--- src/hdl/serirq_params.svh ---
`ifndef SERIRQ_PARAMS_SVH
`define SERIRQ_PARAMS_SVH

// Register byte offsets on the bus
`define OFF_CTRL0     5'h00
`define OFF_STATUS3   5'h04
`define OFF_ODATA3    5'h08
`define OFF_TWOWAY15  5'h0c
`define OFF_IRQ_STAT  5'h10
`define OFF_IRQ_EN    5'h14
`define OFF_IRQ_CLR   5'h18

// Control register 0 field positions
`define BIT_QUIET     7
`define BIT_SELECT    6
`define BIT_DIRECT    5
`define BIT_SMIE_B    4
`define BIT_SMIE_A    3

// Status register 3 field positions
`define BIT_FULL_A    0
`define BIT_FULL_B    1

// Interrupt event positions
`define EV_MODE       0
`define EV_HOST_READ  1
`define EV_LPC_RESET  2
`define EV_START      3

// Reset values
`define CTRL0_RESET   8'h00
`define DATA_RESET    8'h00
`define IRQ_RESET     4'h0

// Link pin count besides the link clock
`define LINK_PINS     5

`endif

--- src/hdl/serirq_pkg.sv ---
`default_nettype none

package serirq_pkg;

  // One byte of register content
  typedef logic [7:0] reg_byte_t;

  // Sticky interrupt event vector
  typedef logic [3:0] irq_vec_t;

  // Channel 3 host request pair, bit 0 is source a, bit 1 source b
  typedef logic [1:0] req_pair_t;

endpackage

`default_nettype wire

--- src/hdl/serirq_host_interrupt_control.sv ---
// Design decisions made here: the register addresses and the Avalon-MM slave port.
`timescale 1ns/10ps
`default_nettype none
`include "serirq_params.svh"

module serirq_host_interrupt_control
  import serirq_pkg::*;
(
  // Clock and reset
  input  wire logic        clock,
  input  wire logic        rstn,
  // Avalon-MM slave
  input  wire logic [4:0]  address,
  input  wire logic        read,
  input  wire logic        write,
  input  wire logic [31:0] writedata,
  input  wire logic [3:0]  byteenable,
  output logic      [31:0] readdata,
  output logic             waitrequest,
  // Link pins
  input  wire logic        lpc_clk,
  input  wire logic        stop_frame,
  input  wire logic        stop_quiet,
  input  wire logic        host_data_read,
  input  wire logic        lpc_hw_reset_n,
  input  wire logic        lpc_sw_reset,
  // Requests toward the host side and the local processor
  output logic             host_smi_req,
  output logic             start_frame_req,
  output logic             irq
);

  ////////////////////////////////////////////////////////////////////////////
  // Link sampling

  logic                  link_rise;
  logic [`LINK_PINS-1:0] pins_s;
  logic                  stop_s;
  logic                  quiet_s;
  logic                  hrd_s;
  logic                  hw_n_s;
  logic                  sw_s;
  logic                  lpc_reset;
  logic                  lpc_reset_q;
  logic                  host_rd_evt;
  logic                  mode_evt;

  link_pin_sampler u_sampler (
    .clock     (clock),
    .rstn      (rstn),
    .link_clk  (lpc_clk),
    .pins      ({stop_frame, stop_quiet, host_data_read, lpc_hw_reset_n, lpc_sw_reset}),
    .link_rise (link_rise),
    .pins_sync (pins_s)
  );

  // Split the synchronised pins
  assign {stop_s, quiet_s, hrd_s, hw_n_s, sw_s} = pins_s;
  assign lpc_reset   = ~hw_n_s | sw_s;
  assign host_rd_evt = link_rise & hrd_s;
  assign mode_evt    = link_rise & stop_s;

  ////////////////////////////////////////////////////////////////////////////
  // Bus slave

  logic      ack;
  logic      wr_ok;
  logic      rd_ok;
  logic      ctrl_wr;
  logic      ctrl_rd;
  logic      stat_wr;
  logic      odr_wr;
  logic      twr_wr;
  logic      iclr_wr;
  logic      ien_wr;
  reg_byte_t wd;

  // Every access answers in the cycle after it is seen
  always_ff @(posedge clock or negedge rstn)
  begin
    if (!rstn)
      ack <= 1'b0;
    else
      ack <= (read | write) & ~ack;
  end

  assign waitrequest = (read | write) & ~ack;
  assign wr_ok   = write & ack & byteenable[0];
  assign rd_ok   = read & ack;
  assign wd      = writedata[7:0];
  assign ctrl_wr = wr_ok & (address == `OFF_CTRL0);
  assign ctrl_rd = rd_ok & (address == `OFF_CTRL0);
  assign stat_wr = wr_ok & (address == `OFF_STATUS3);
  assign odr_wr  = wr_ok & (address == `OFF_ODATA3);
  assign twr_wr  = wr_ok & (address == `OFF_TWOWAY15);
  assign ien_wr  = wr_ok & (address == `OFF_IRQ_EN);
  assign iclr_wr = wr_ok & (address == `OFF_IRQ_CLR);

  ////////////////////////////////////////////////////////////////////////////
  // Control and flags

  logic      quiet;
  logic      start_request_select;
  logic      direct_enable_mode;
  logic      smi_enable_ch3_a;
  logic      smi_enable_ch3_b;
  logic      arm_a;
  logic      arm_b;
  logic      out_full_ch3_a;
  logic      out_full_ch3_b;
  logic      clr_a;
  logic      clr_b;
  reg_byte_t output_data_ch3;
  reg_byte_t two_way_last_byte;

  // Mode flag follows the stop frame
  always_ff @(posedge clock or negedge rstn)
  begin
    if (!rstn)
      quiet <= 1'b0;
    else if (lpc_reset)
      quiet <= 1'b0;
    else if (mode_evt)
      quiet <= quiet_s;
  end

  // Plain software control bits
  always_ff @(posedge clock or negedge rstn)
  begin
    if (!rstn)
    begin
      start_request_select <= 1'(`CTRL0_RESET >> `BIT_SELECT);
      direct_enable_mode   <= 1'(`CTRL0_RESET >> `BIT_DIRECT);
    end
    else if (ctrl_wr)
    begin
      start_request_select <= wd[`BIT_SELECT];
      direct_enable_mode   <= wd[`BIT_DIRECT];
    end
  end

  // Data bytes written toward the host
  always_ff @(posedge clock or negedge rstn)
  begin
    if (!rstn)
    begin
      output_data_ch3   <= `DATA_RESET;
      two_way_last_byte <= `DATA_RESET;
    end
    else
    begin
      if (odr_wr)
        output_data_ch3 <= wd;
      if (twr_wr)
        two_way_last_byte <= wd;
    end
  end

  // Flag clears that really drop a set flag; a same-cycle set wins
  assign clr_a = out_full_ch3_a & ~odr_wr & (host_rd_evt | (stat_wr & ~wd[`BIT_FULL_A]));
  assign clr_b = out_full_ch3_b & ~twr_wr & stat_wr & ~wd[`BIT_FULL_B];

  // Output buffer full flags
  always_ff @(posedge clock or negedge rstn)
  begin
    if (!rstn)
    begin
      out_full_ch3_a <= 1'b0;
      out_full_ch3_b <= 1'b0;
    end
    else
    begin
      if (odr_wr)
        out_full_ch3_a <= 1'b1;
      else if (clr_a)
        out_full_ch3_a <= 1'b0;
      if (twr_wr)
        out_full_ch3_b <= 1'b1;
      else if (clr_b)
        out_full_ch3_b <= 1'b0;
    end
  end

  // Arming: a read showing the enable at 0 allows one later write of 1
  always_ff @(posedge clock or negedge rstn)
  begin
    if (!rstn)
    begin
      arm_a <= 1'b0;
      arm_b <= 1'b0;
    end
    else
    begin
      if (ctrl_rd)
        arm_a <= ~smi_enable_ch3_a;
      else if (ctrl_wr)
        arm_a <= 1'b0;
      if (ctrl_rd)
        arm_b <= ~smi_enable_ch3_b;
      else if (ctrl_wr)
        arm_b <= 1'b0;
    end
  end

  // SMI enable a
  always_ff @(posedge clock or negedge rstn)
  begin
    if (!rstn)
      smi_enable_ch3_a <= 1'b0;
    else if (lpc_reset)
      smi_enable_ch3_a <= 1'b0;
    else if (clr_a & ~direct_enable_mode)
      smi_enable_ch3_a <= 1'b0;
    else if (ctrl_wr & ~wd[`BIT_SMIE_A])
      smi_enable_ch3_a <= 1'b0;
    else if (ctrl_wr & arm_a)
      smi_enable_ch3_a <= 1'b1;
  end

  // SMI enable b
  always_ff @(posedge clock or negedge rstn)
  begin
    if (!rstn)
      smi_enable_ch3_b <= 1'b0;
    else if (lpc_reset)
      smi_enable_ch3_b <= 1'b0;
    else if (clr_b & ~direct_enable_mode)
      smi_enable_ch3_b <= 1'b0;
    else if (ctrl_wr & ~wd[`BIT_SMIE_B])
      smi_enable_ch3_b <= 1'b0;
    else if (ctrl_wr & arm_b)
      smi_enable_ch3_b <= 1'b1;
  end

  ////////////////////////////////////////////////////////////////////////////
  // Host requests and start frame

  req_pair_t req;
  req_pair_t pend;
  logic      next_start;

  // Direct mode bypasses the channel 3 buffer-full gating, and also keeps each enable when its flag clears
  assign req[0] = smi_enable_ch3_a & (direct_enable_mode | out_full_ch3_a);
  assign req[1] = smi_enable_ch3_b & (direct_enable_mode | out_full_ch3_b);

  // Start frame wanted on all-clear or any-clear, quiet mode only
  assign next_start = quiet & (start_request_select ? |(pend & ~req)
                                                    : (|pend & ~|req));

  // Registered requests
  always_ff @(posedge clock or negedge rstn)
  begin
    if (!rstn)
    begin
      pend            <= '0;
      host_smi_req    <= 1'b0;
      start_frame_req <= 1'b0;
    end
    else
    begin
      pend            <= req;
      host_smi_req    <= |req;
      start_frame_req <= next_start;
    end
  end

  ////////////////////////////////////////////////////////////////////////////
  // Local interrupt

  irq_vec_t irq_status;
  irq_vec_t irq_enable;
  irq_vec_t events;

  assign events = {start_frame_req, lpc_reset & ~lpc_reset_q, host_rd_evt, mode_evt};

  // Reset edge finder; starts high because the sampler shows the link
  // reset active just after rstn, which must not count as an event
  always_ff @(posedge clock or negedge rstn)
  begin
    if (!rstn)
      lpc_reset_q <= 1'b1;
    else
      lpc_reset_q <= lpc_reset;
  end

  // Sticky status, a new event beats a clear
  always_ff @(posedge clock or negedge rstn)
  begin
    if (!rstn)
      irq_status <= `IRQ_RESET;
    else if (iclr_wr)
      irq_status <= (irq_status & ~wd[3:0]) | events;
    else
      irq_status <= irq_status | events;
  end

  // Enable register and interrupt line
  always_ff @(posedge clock or negedge rstn)
  begin
    if (!rstn)
    begin
      irq_enable <= `IRQ_RESET;
      irq        <= 1'b0;
    end
    else
    begin
      if (ien_wr)
        irq_enable <= wd[3:0];
      irq <= |(irq_status & irq_enable);
    end
  end

  ////////////////////////////////////////////////////////////////////////////
  // Read data

  function automatic reg_byte_t read_mux(input logic [4:0] a);
    reg_byte_t v;
    v = 8'h00;
    unique case (a)
      `OFF_CTRL0:    v = {quiet, start_request_select, direct_enable_mode,
                          smi_enable_ch3_b, smi_enable_ch3_a, 3'h0};
      `OFF_STATUS3:  v = {6'h00, out_full_ch3_b, out_full_ch3_a};
      `OFF_ODATA3:   v = output_data_ch3;
      `OFF_TWOWAY15: v = two_way_last_byte;
      `OFF_IRQ_STAT: v = {4'h0, irq_status};
      `OFF_IRQ_EN:   v = {4'h0, irq_enable};
      default:       v = 8'h00;
    endcase
    return v;
  endfunction

  // Data loaded with the acknowledge, stands in the answer cycle
  always_ff @(posedge clock or negedge rstn)
  begin
    if (!rstn)
      readdata <= 32'h0000_0000;
    else if (read & ~ack)
      readdata <= {24'h00_0000, read_mux(address)};
  end
endmodule // serirq_host_interrupt_control

`default_nettype wire

--- src/hdl/link_pin_sampler.sv ---
`timescale 1ns/10ps
`default_nettype none
`include "serirq_params.svh"

module link_pin_sampler
  import serirq_pkg::*;
(
  // Clock and reset
  input  wire logic                    clock,
  input  wire logic                    rstn,
  // Pins from the link
  input  wire logic                    link_clk,
  input  wire logic [`LINK_PINS-1:0]   pins,
  // Synchronised view
  output logic                         link_rise,
  output logic      [`LINK_PINS-1:0]   pins_sync
);

  logic [`LINK_PINS:0] meta;
  logic [`LINK_PINS:0] sync;
  logic                clk_last;

  // Two flip-flop synchroniser for clock and data pins alike
  always_ff @(posedge clock or negedge rstn)
  begin
    if (!rstn)
    begin
      meta <= '0;
      sync <= '0;
    end
    else
    begin
      meta <= {link_clk, pins};
      sync <= meta;
    end
  end

  // Last synchronised link clock level for edge finding
  always_ff @(posedge clock or negedge rstn)
  begin
    if (!rstn)
      clk_last <= 1'b0;
    else
      clk_last <= sync[`LINK_PINS];
  end

  // Rising link clock edge, data stands aligned with it
  assign link_rise = sync[`LINK_PINS] & ~clk_last;
  assign pins_sync = sync[`LINK_PINS-1:0];

endmodule // link_pin_sampler

`default_nettype wire

--- config.mk ---
export PLATFORM = sky130hd
export DESIGN_NAME = serirq_host_interrupt_control
export DESIGN_NICKNAME = d
export VERILOG_FILES = /design/src/hdl/serirq_pkg.sv /design/src/hdl/serirq_host_interrupt_control.sv /design/src/hdl/link_pin_sampler.sv
export VERILOG_INCLUDE_DIRS = /design/src /design/src/hdl
export SDC_FILE = /design/constraint.sdc
export NUM_CORES = 1
export LEC_CHECK = 0
export ABC_AREA = 1
export BUFFER_PORTS_ARGS = -buffer_cell sky130_fd_sc_hd__buf_4
export CORE_MARGIN = 1
export CORE_UTILIZATION = 30
export DETAILED_ROUTE_END_ITERATION = 12
export PLACE_DENSITY = 0.65
export REMOVE_ABC_BUFFERS = 1
export SLEW_MARGIN = 20
export SYNTH_ARGS = -nofsm -noshare
export SYNTH_HDL_FRONTEND = slang
export SYNTH_SLANG_ARGS = --single-unit
--- constraint.sdc ---
create_clock -name clock -period 1.1 [get_ports clock]
set_input_delay 0.055 -clock clock [delete_from_list [all_inputs] [get_ports clock]]
set_output_delay 0.055 -clock clock [all_outputs]
set_load 0.05 [all_outputs]
==> reports/qor.yml <==
detailed_routing:
  num_vias: 2286
  wirelength_um: 6398
  wl_per_cell_um: 12.55
  first_pass_iters: 11
  drtIter0Drc: 148
  avgViaCountPerCell: 4.482
  postRouteAntennaNets: 0
  drc: 4
timing:
  finClkSkew_ns: 0.007932
  period_share_pct: 110.8
  setup_viol: 22
  fin_crit_ns: 1.219
  clock.fmax_mhz: 820.5
  holdWs_ns: 0.03032
  fin_ws_ns: -0.1188
  slew_violations: 0
  hold_violations: 0
  rsz0062_at_grt: "yes"
global_route:
  grt_pass1_vias: 2118
  met1_usage_pct: 17.13
  use_met2_pct: 21.56
  use_met3_pct: 3.150
  grt_max_degree: 31
  antenna_found_initial: 0
  grt_pass1_wl_um: 9922
  grt-ovfl-total: 0
  grt_busiest_layer: "met2"
  grt_usage_pct: 13.45
die:
  die-width_um: 98.29
  ios: 87
  fp.coreArea_um2: 8848
  die_y_um: 98.29
  initial_utilization_pct: 31.43
  rows: 34
  dieArea_um2: 9661
layout:
  instances_no_fill: 510
  drive_above_1_share_pct: 33.83
  fin_area_um2: 3866
  final_common_cell: "nand2_1"
  final_cell_mix: "69 x nand2_1, 65 x buf_4, 60 x dfrtp_1"
  finalNetCount: 448
  diodes: 0
  syn_to_final_growth_pct: 39.00
  nFillCells: 835
clocking:
  cts_buffer_depth: 2
  cts_sinks: 61
  htreeDepth: 3
  worstSkewPairLatency_ns: 0.34
  cts_buffers: 9
  cts_tree: "built"
  path_clk_slew_ns: 0.07
  cts_root_buf: "clkbuf_8"
placed_design:
  portBuffers: 35
  gp_routability_congestion: 0.8045
  placed_area_um2: 3312
  hpwlAfterDp_um: 4482
  dp_cells: 475
logic_synthesis:
  ys_seq_elements: 61
  avgSynthCellArea_um2: 9.031
  synth.distinct_cells: 26
  synth_cells: 308
  synth_warnings: 0
  yosysSeqAreaShare_pct: 54.93
  synthesis.area_um2: 2781
setup_path:
  worstPathArrival_ns: 1.16
  reg2regPathDepth: 5
  worstPathMaxFanout: 3
  crit_required_ns: 1.04
  start_kind: "flip-flop"
  worstSetupPathType: "flip-flop to output pin"
  crit_path_end_kind: "output pin"
power_and_ir_drop:
  power_w: 0.005353
  leakagePower_nw: 1.984
  p_per_area_nw_per_um2: 1384
  peakVddDrop_mv: 0.5821
outcome:
  status: "finished with violations"
  violations: "design-rule violations, negative setup slack"
flow_run:
  cap_violations: 0
worst_hold_path:
  holdCritPathClass: "primary input to flip-flop"
  holdPathStages: 3
[worst paths after layout]
| path | start | endpoint | slack [ns] |
|---|---|---|---|
| worst max-delay path | ack | waitrequest | -0.12 |
| worst min register to register | u_sampler.meta[4] | u_sampler.sync[4] | 0.35 |
| worst max register to register | ack | readdata[3] | -0.08 |
| min in group asynchronous | rstn | u_sampler.sync[4] | 0.13 |
| max in group asynchronous | rstn | output_data_ch3[5] | 0.51 |
| worst min-delay path | writedata[4] | output_data_ch3[4] | 0.03 |
[state kept, by name (all words and copies together) (netlist names), 2 cells and up]
name               flops
u_sampler.sync         6
u_sampler.meta         6
readdata               8
pend                   2
irq_status             4
output_data_ch3        8
two_way_last_byte      8
irq_enable             4
[layer usage]
metal | share of wire [%] | vias up | wire length (µm)
met5 | 0 | - | 0
met4 | 1.9 | 0 | 124
met3 | 5.4 | 13 | 348
met2 | 48 | 84 | 3096
met1 | 44 | 1065 | 2828
li1 | - | 1124 | -
[critical path, cell delays in order (launching register included)]
cell and delay (ns):
dfrtp_1 0.40, buf_6 0.13, nor2_4 0.11, buf_6 0.17
[repair_timing]
action / CTS / global route
endpoints found under the hold margin: 70 / 0
buffers inserted: 0 / 8
setup endpoints to repair: 41 / 42
pin swaps: 2 / 9
cloned: 0 / 2
hold buffers: 9 / 0
resized for setup: 15 / 35
[cell type report]
class	count	area, µm²	area share (%)
clock buffers	11	141.4	3.657
repair buffers	84	753.2	19.48
well taps	108	135.1	3.495
multi-input cells	209	1124	29.06
flip-flops and latches	61	1528	39.51
inverters	32	125.1	3.236
clock inverters	5	60.06	1.553
[cell families (layout without fill, tap and decap cells)]
logic type / Yosys count / count (layout) / share of synthesized area [%]
and+or+nand+nor: 139 / 139 / 22.76
other: 1 / 24 / 0.1348
DFF: 61 / 61 / 54.93
buffers and inverters: 61 / 132 / 12.10
AOI/OAI and AO/OA: 46 / 46 / 10.08
[synth_stat cells]
cell type	number	area, µm²
nand2_1	85	319.1
dfrtp_1	60	1501
inv_1	30	112.6
buf_4	24	180.2
nand3_1	17	85.08
o21ai_0	17	85.08
nor2_1	15	56.30
nand4_1	12	75.07
o21ai_1	8	40.04
o21ai_2	8	70.07
o21bai_1	5	37.54
a21oi_1	4	20.02
nor2_4	4	45.04
buf_2	2	10.01
buf_6	2	22.52
inv_2	2	7.510
nand2_4	2	22.52
o211ai_1	2	15.01
o22ai_1	2	12.51
clkbuf_1	1	3.750
conb_1	1	3.750
dfstp_2	1	26.28
nand2_2	1	6.260
nand3_2	1	10.01
nand3b_1	1	7.510
nor2_2	1	6.260
[through the flow]
stage	TNS (ns)	worst slack, ns	utilization [%]
global route	-2.949	-0.1657	43.69
CTS	-1.063	-0.1142	40.99
detailed placement	-3.041	-0.1767	37.43
floorplan	-0.8538	-0.1790	-
finish	-0.9824	-0.1188	43.69
global placement	-1.816	-0.1346	37.43
[power breakdown]
group	switching [W]	internal, W	total (W)
sequential	0.0000859	0.00239	0.00248
combinational	0.000567	0.000287	0.000853
clock	0.000910	0.00111	0.00202
Note: power is estimated with default switching activity, not from simulation.
